==> src/hdl/csb_pkg.sv <==
// Constants for the core status and bank select register block.
// Assumes a single core clock and a 9-bit data memory address space.
package csb_pkg;

  // Data memory addressing
  localparam int unsigned CSB_ADDR_W    = 9;
  localparam int unsigned CSB_OFS_W     = 7;
  localparam int unsigned CSB_PTR_W     = 8;
  localparam int unsigned CSB_DATA_W    = 8;
  localparam int unsigned CSB_PCH_W     = 5;

  // Offsets within every bank (common registers)
  localparam logic [6:0] CSB_OFS_STATUS = 7'h03;
  localparam logic [6:0] CSB_OFS_PCH    = 7'h0A;

  // Field positions of core_status_flags
  localparam int unsigned CSB_BIT_CARRY    = 0;
  localparam int unsigned CSB_BIT_DCARRY   = 1;
  localparam int unsigned CSB_BIT_ZERO     = 2;
  localparam int unsigned CSB_BIT_PDOWN    = 3;
  localparam int unsigned CSB_BIT_TMOUT    = 4;
  localparam int unsigned CSB_BIT_DBANK_LO = 5;
  localparam int unsigned CSB_BIT_DBANK_HI = 6;
  localparam int unsigned CSB_BIT_IBANK    = 7;

  // Reset values and write masks
  localparam logic [7:0] CSB_STATUS_POR = 8'h18;
  localparam logic [7:0] CSB_MASK_BANK  = 8'hE0;
  localparam logic [7:0] CSB_MASK_SW    = 8'hE7;
  localparam logic [4:0] CSB_PCH_RST    = 5'h00;
  localparam logic [7:0] CSB_RD_ZERO    = 8'h00;

endpackage

==> src/hdl/csb_bank_map.sv <==
// Registered data memory address forming from the bank select bits.
// Assumes bank bits and offsets come from logic on the same clock.
`timescale 1ns/1ps
module csb_bank_map
  import csb_pkg::*;
#(
  parameter int unsigned OFS_W = CSB_OFS_W,
  parameter int unsigned PTR_W = CSB_PTR_W
) (
  input  wire logic             core_clk_i,
  input  wire logic             reset_n_i,
  input  wire logic [1:0]       direct_bank_select_i,
  input  wire logic             indirect_bank_select_i,
  input  wire logic [OFS_W-1:0] direct_offset_i,
  input  wire logic [PTR_W-1:0] indirect_ptr_i,
  output logic      [OFS_W+1:0] direct_addr_o,
  output logic      [PTR_W:0]   indirect_addr_o
);

  ////////////////////////////////////////////////////////////////////////
  // Bank 0..3 is simply the top two bits of a 128-byte window
  logic [OFS_W+1:0] direct_addr_d;
  logic [PTR_W:0]   indirect_addr_d;

  assign direct_addr_d   = {direct_bank_select_i, direct_offset_i};
  assign indirect_addr_d = {indirect_bank_select_i, indirect_ptr_i};

  always_ff @(posedge core_clk_i or negedge reset_n_i) begin
    if (!reset_n_i) begin
      direct_addr_o   <= '0;
      indirect_addr_o <= '0;
    end else begin
      direct_addr_o   <= direct_addr_d;
      indirect_addr_o <= indirect_addr_d;
    end
  end

endmodule

==> src/hdl/csb_status_bank.sv <==
// Core status flags, bank select bits and program counter high latch.
// Assumes ALU, watchdog and sleep events are one-cycle pulses on
// core_clk_i; only the master clear pin is asynchronous.
`timescale 1ns/1ps
// Operation
// - Status register is an ordinary write destination
// - Flag-updating writes cannot change zero or carry flags
// - Timeout and powerdown flags ignore software writes
// - Clearing status zeroes bank bits, sets Z
// - Subtraction stores inverted borrow in C, DC
// - Indirect bank bit selects banks 2-3 or 0-1
// - Direct bank field selects 128-byte bank
// - Timeout flag set by power-up, clear, sleep
// - Timeout flag cleared on watchdog expiry
// - Powerdown flag set by power-up, watchdog clear
// - Powerdown flag cleared by sleep
// - Upper program counter byte is not addressable
// - High latch holds PC bits 12:8, transfers
// - Common registers decode in all four banks
// - Unimplemented locations and bits read zero
// - Pin and watchdog resets are non-power-up resets
module csb_status_bank
  import csb_pkg::*;
(
  input  wire logic                  core_clk_i,
  input  wire logic                  reset_n_i,
  input  wire logic [CSB_ADDR_W-1:0] reg_addr_i,
  input  wire logic [CSB_DATA_W-1:0] reg_wdata_i,
  input  wire logic                  reg_we_i,
  input  wire logic                  reg_re_i,
  output logic      [CSB_DATA_W-1:0] reg_rdata_o,
  input  wire logic                  alu_z_upd_i,
  input  wire logic                  alu_cdc_upd_i,
  input  wire logic                  alu_sub_i,
  input  wire logic                  alu_zero_i,
  input  wire logic                  alu_carry_i,
  input  wire logic                  alu_digit_carry_i,
  input  wire logic                  watchdog_clear_instruction_i,
  input  wire logic                  sleep_instruction_i,
  input  wire logic                  watchdog_timer_expire_i,
  input  wire logic                  watchdog_timer_reset_i,
  input  wire logic                  master_clear_pin_n_i,
  input  wire logic                  pc_load_i,
  output logic      [CSB_PCH_W-1:0]  pc_upper_o,
  input  wire logic [CSB_OFS_W-1:0]  direct_offset_i,
  input  wire logic [CSB_PTR_W-1:0]  indirect_ptr_i,
  output logic      [CSB_ADDR_W-1:0] direct_addr_o,
  output logic      [CSB_ADDR_W-1:0] indirect_addr_o,
  output logic      [CSB_DATA_W-1:0] status_o
);

  ////////////////////////////////////////////////////////////////////////
  // Master clear pin synchroniser
  logic pin_meta_q;
  logic pin_sync_q;

  always_ff @(posedge core_clk_i or negedge reset_n_i) begin
    if (!reset_n_i) begin
      pin_meta_q <= 1'b1;
      pin_sync_q <= 1'b1;
    end else begin
      pin_meta_q <= master_clear_pin_n_i;
      pin_sync_q <= pin_meta_q;
    end
  end

  // Warm reset holds for as long as the pin stays low
  logic warm_rst;
  assign warm_rst = !pin_sync_q || watchdog_timer_reset_i;

  ////////////////////////////////////////////////////////////////////////
  // Address decode; bank bits of the address are ignored on purpose
  logic sel_status;
  logic sel_pch;
  logic wr_status;
  logic wr_pch;
  logic flag_upd;

  assign sel_status = (reg_addr_i[6:0] == CSB_OFS_STATUS);
  assign sel_pch    = (reg_addr_i[6:0] == CSB_OFS_PCH);
  assign wr_status  = reg_we_i && sel_status;
  assign wr_pch     = reg_we_i && sel_pch;
  assign flag_upd   = alu_z_upd_i || alu_cdc_upd_i;

  ////////////////////////////////////////////////////////////////////////
  // Status register next value
  logic [7:0] status_q;
  logic [7:0] wr_mask;
  logic [7:0] status_wr;
  logic       carry_flag;
  logic       dcarry_flag;
  logic [7:0] status_d;

  // An instruction that also moves flags may only change the bank bits
  assign wr_mask   = flag_upd ? CSB_MASK_BANK : CSB_MASK_SW;
  assign status_wr = wr_status
                     ? ((status_q & ~wr_mask) | (reg_wdata_i & wr_mask))
                     : status_q;

  // Borrows arrive raw; stored inverted so the flags read as carries
  assign carry_flag  = alu_sub_i ? !alu_carry_i : alu_carry_i;
  assign dcarry_flag = alu_sub_i ? !alu_digit_carry_i
                                 : alu_digit_carry_i;

  always_comb begin
    status_d = status_wr;
    if (alu_z_upd_i) begin
      status_d[CSB_BIT_ZERO] = alu_zero_i;
    end
    if (alu_cdc_upd_i) begin
      status_d[CSB_BIT_CARRY]  = carry_flag;
      status_d[CSB_BIT_DCARRY] = dcarry_flag;
    end
    if (watchdog_clear_instruction_i) begin
      status_d[CSB_BIT_TMOUT] = 1'b1;
      status_d[CSB_BIT_PDOWN] = 1'b1;
    end
    if (sleep_instruction_i) begin
      status_d[CSB_BIT_TMOUT] = 1'b1;
      status_d[CSB_BIT_PDOWN] = 1'b0;
    end
    // Expiry wins: a lost timeout would hide a runaway program
    if (watchdog_timer_expire_i) begin
      status_d[CSB_BIT_TMOUT] = 1'b0;
    end
    if (warm_rst) begin
      status_d[CSB_BIT_IBANK:CSB_BIT_DBANK_LO] = 3'h0;
    end
  end

  always_ff @(posedge core_clk_i or negedge reset_n_i) begin
    if (!reset_n_i) begin
      status_q <= CSB_STATUS_POR;
    end else begin
      status_q <= status_d;
    end
  end

  assign status_o = status_q;

  ////////////////////////////////////////////////////////////////////////
  // Program counter high latch; PC bits 12:8 have no address of their own
  logic [CSB_PCH_W-1:0] pch_q;
  logic [CSB_PCH_W-1:0] pch_d;
  logic [CSB_PCH_W-1:0] pc_upper_q;
  logic [CSB_PCH_W-1:0] pc_upper_d;

  assign pch_d      = warm_rst ? CSB_PCH_RST
                    : wr_pch   ? reg_wdata_i[CSB_PCH_W-1:0] : pch_q;
  assign pc_upper_d = warm_rst  ? CSB_PCH_RST
                    : pc_load_i ? pch_q : pc_upper_q;

  always_ff @(posedge core_clk_i or negedge reset_n_i) begin
    if (!reset_n_i) begin
      pch_q      <= CSB_PCH_RST;
      pc_upper_q <= CSB_PCH_RST;
    end else begin
      pch_q      <= pch_d;
      pc_upper_q <= pc_upper_d;
    end
  end

  assign pc_upper_o = pc_upper_q;

  ////////////////////////////////////////////////////////////////////////
  // Read port: data stands one cycle after the strobe, zero otherwise
  logic [7:0] rd_mux;
  logic [7:0] rdata_q;

  assign rd_mux = sel_status ? status_q
                : sel_pch    ? {3'h0, pch_q}
                : CSB_RD_ZERO;

  always_ff @(posedge core_clk_i or negedge reset_n_i) begin
    if (!reset_n_i) begin
      rdata_q <= CSB_RD_ZERO;
    end else begin
      rdata_q <= reg_re_i ? rd_mux : CSB_RD_ZERO;
    end
  end

  assign reg_rdata_o = rdata_q;

  ////////////////////////////////////////////////////////////////////////
  // Bank address forming
  csb_bank_map #(
    .OFS_W (CSB_OFS_W),
    .PTR_W (CSB_PTR_W)
  ) u_bank_map (
    .core_clk_i             (core_clk_i),
    .reset_n_i              (reset_n_i),
    .direct_bank_select_i   (status_q[CSB_BIT_DBANK_HI:CSB_BIT_DBANK_LO]),
    .indirect_bank_select_i (status_q[CSB_BIT_IBANK]),
    .direct_offset_i        (direct_offset_i),
    .indirect_ptr_i         (indirect_ptr_i),
    .direct_addr_o          (direct_addr_o),
    .indirect_addr_o        (indirect_addr_o)
  );

  logic no_flag_evt;
  assign no_flag_evt = !watchdog_clear_instruction_i && !sleep_instruction_i
                       && !watchdog_timer_expire_i;
endmodule

==> config.mk <==
export PLATFORM = sky130hd
export DESIGN_NAME = csb_status_bank
export DESIGN_NICKNAME = d
export VERILOG_FILES = /design/src/hdl/csb_pkg.sv /design/src/hdl/csb_bank_map.sv /design/src/hdl/csb_status_bank.sv
export SDC_FILE = /design/constraint.sdc
export NUM_CORES = 1
export LEC_CHECK = 0
export BUFFER_PORTS_ARGS = -buffer_cell sky130_fd_sc_hd__buf_2
export CORE_AREA = 2 2 68 70
export CTS_BUF_LIST = sky130_fd_sc_hd__clkbuf_8
export DETAILED_ROUTE_END_ITERATION = 8
export DIE_AREA = 0 0 70 72
export HOLD_SLACK_MARGIN = 0.02
export PLACE_DENSITY_LB_ADDON = 0.15
export SYNTH_ARGS = -nofsm -noshare
export SYNTH_HDL_FRONTEND = slang
export SYNTH_HIERARCHICAL = 1
export SYNTH_SLANG_ARGS = --single-unit
==> constraint.sdc <==
create_clock -name core_clk_i -period 1.2 [get_ports core_clk_i]
set_input_delay 0.24 -clock core_clk_i [delete_from_list [all_inputs] [get_ports core_clk_i]]
set_output_delay 0.24 -clock core_clk_i [all_outputs]
set_load 0.05 [all_outputs]
==> reports/metrics.yaml <==
status:
  status: "finished, violations left"
  violations: "setup timing"
setup_path:
  rrSetupSlack_ps: 80
  path_class: "flip-flop to output pin"
  worst-r2r-cell-count: 2
  arrival_ps: 1010
  crit_fanout: 2
  path_cells: "buf_8"
  critPathLaunchType: "flip-flop"
  path_buf_inv: 1
  crit_family: "flip-flops"
  worst_path_max_delay_cell: "dfstp_2"
  cp.depth: 1
  max_stage_delay_ps: 560
  endpoint_kind: "output pin"
  worst_ep_required_time_ps: 960
placed_design:
  dpl.cell_count: 267
  portBuffers: 84
  place_hpwl_um: 3010
  globalplace.congestion: 0.802
  pre_cts_slack_ps: -349
clock_tree:
  clkTransAtPathRegs_ps: 90
  htreeDepth: 2
  clock_latency_ps: 300
  cts.sinks: 46
  cts_root_buf: "clkbuf_8"
  cts_buffers: 5
  cts_tree: "yes"
  clock_path_buffers: 2
die:
  dieArea_um2: 5040
  pin_count: 87
  core-area_um2: 4260
  fp.dieH_um: 72
  start_util_pct: 38.8
  rows: 24
  die_x_um: 70
final_layout:
  area_growth_pct: 47.7
  nFillCells: 374
  layoutNonFillerInstCount: 279
  layout-drive-gt1-share_pct: 51.1
  diodes: 0
  nets: 274
  finish.utilization_pct: 57.4
worst_hold_path:
  hold_class: "primary input to flip-flop"
  min_path_cells: 1
timing:
  rsz0062_at_grt: "true"
  slew_violations: 0
  hold_viol: 0
  post-route-period-util_pct: 104
  worst_slew_pin_slew_ps: 488
  tns_ps: -90.4
  setup_viol: 2
  fin_ws_ps: -47.9
  period_needed_ps: 1250
  finClkSkew_ps: 8.31
  timing.slew.headroom_pct: 67.5
  whs_ps: 38.4
  fmax_ghz: 0.801
grt:
  grt_max_degree: 47
  grt_antenna_before_repair: 0
  grt_first_pass_wirelength_um: 6690
  overflow: 0
  grtUsageTotal_pct: 16.9
  grt_pass1_vias: 1403
drt:
  dr.pass1.iters: 4
  drc: 0
  routed_wl_um: 4000
  drt_iter0_drc: 57
  detail_route.vias_per_cell: 4.99
  num_vias: 1391
  route.antenna.remaining_nets: 0
  wire_per_inst_um: 14.3
power:
  p_seq_share_pct: 50.4
  power_density_nw_per_um2: 1320
  ir_drop_uv: 765
  p_sw_share_pct: 25.8
  p_int_uw: 2390
  pwr-share-comb_pct: 14.1
  power.leakage_uw: 0.00122
  clockPowerShare_pct: 35.5
  p_sw_uw: 832
synth:
  synth-seq-cells: 46
  synth_cells: 125
  synth.area.top_cells: "dfrtp_1 63%, dfstp_2 6.3%, a22oi_1 3.2%"
  avgSynthCellArea_um2: 13.3
  yosysWarningCount: 6
  ys.flop_type: "dfrtp_1"
  synth_top_area_share_pct: 63.4
  syn_area_um2: 1660
  yosysTopAreaCell: "dfrtp_1"
  syn_nets: 173
  synthTopCellsByCount: "42 x dfrtp_1, 14 x nor2_1, 8 x a21oi_1, 8 x nand3_1, 8 x o21ai_0"
  ys_types: 27
  synthArstFlopShare_pct: 100
  ys_seq_area_share_pct: 69.8
  yosysMostFrequentCell: "dfrtp_1"
  synth-edff-count: 0
flow_run:
  maxCapViolations: 0
[flip-flops by register name (all words and copies together) (netlist names), named ones only]
| name | cells |
|---|---|
| pc_upper_o | 5 |
| pch_q | 5 |
| pin_meta_q | 1 |
| pin_sync_q | 1 |
| reg_rdata_o | 8 |
| status_o | 5 |
| u_bank_map/direct_addr_o | 9 |
| u_bank_map/indirect_addr_o | 9 |
[timing repair]
action / CTS / global route
setup endpoints to repair: 11 / 10
hold buffers: 1 / 1
setup buffers: 2 / 0
resized for setup: 13 / 8
endpoints found under the hold margin: 42 / 1
[power by group through the flow]
stage / Combinational (µW) / Clock (µW) / Sequential, µW
after floorplan: 69.2 / 0 / 1800
after global placement: 415 / 0 / 1650
after detailed placement: 427 / 0 / 1650
after CTS: 455 / 1190 / 1620
after global routing: 487 / 1250 / 1630
final: 455 / 1150 / 1620
[per-stage QoR]
step           total power [µW]  cell area (µm²)
2_1_floorplan              1870             1660
6_report                   3230             2450
3_5_place_dp               2080             2240
3_3_place_gp               2070             2240
4_1_cts                    3270             2420
5_1_grt                    3360             2450
[final cells by class]
type	instances	area, µm²	area share (%)
inverters	2	7.51	0.307
multi-input cells	71	480	19.6
well taps	52	65.1	2.66
clock inverters	3	43.8	1.79
flip-flops and latches	46	1160	47.3
repair buffers	100	624	25.5
clock buffers	5	68.8	2.81
[cell families (layout without fill, tap and decap cells)]
group / Yosys count / in the layout / synth area share [%]
buffers and inverters: 8 / 110 / 2.04
muxes: 5 / 5 / 3.02
and+or+nand+nor: 34 / 34 / 12.0
xor gates and xnor gates: 2 / 2 / 1.06
AOI/OAI and AO/OA: 30 / 30 / 12.1
DFF: 46 / 46 / 69.8
[metal layers]
metal  up-vias  GRT usage, %  share of wire (%)  wire [µm]
li1        651             -                  -          -
met5         -             0                  0          0
met1       682          20.0                 39       1570
met3         4          6.11                7.7        306
met4         0          4.70                1.0         41
met2        54          29.2                 52       2080
[layout by cell type, fill, tap and decap left out, types with 5 or more instances in the layout]
| master | count |
|---|---|
| nand3_1 | 8 |
| clkbuf_8 | 5 |
| mux2i_1 | 5 |
| nor2_1 | 14 |
| buf_4 | 15 |
| o21ai_0 | 5 |
| dfrtp_1 | 42 |
| a21oi_1 | 8 |
| buf_2 | 73 |
| a22oi_1 | 7 |
[path summary, 6_finish.rpt]
check / from / end
worst max-delay path: status_o[4]$_DFFE_PN1P_ / status_o[4]
worst min-delay path: indirect_ptr_i[0] / u_bank_map/indirect_addr_o[0]$_DFF_PN0_
worst max register to register: pin_sync_q$_DFF_PN1_ / status_o[5]$_DFFE_PN0P_
worst min register to register: pin_meta_q$_DFF_PN1_ / pin_sync_q$_DFF_PN1_
max in group asynchronous: reset_n_i / status_o[3]$_DFFE_PN1P_
min in group asynchronous: reset_n_i / u_bank_map/direct_addr_o[6]$_DFF_PN0_
Power figures use the tool's default switching activity.
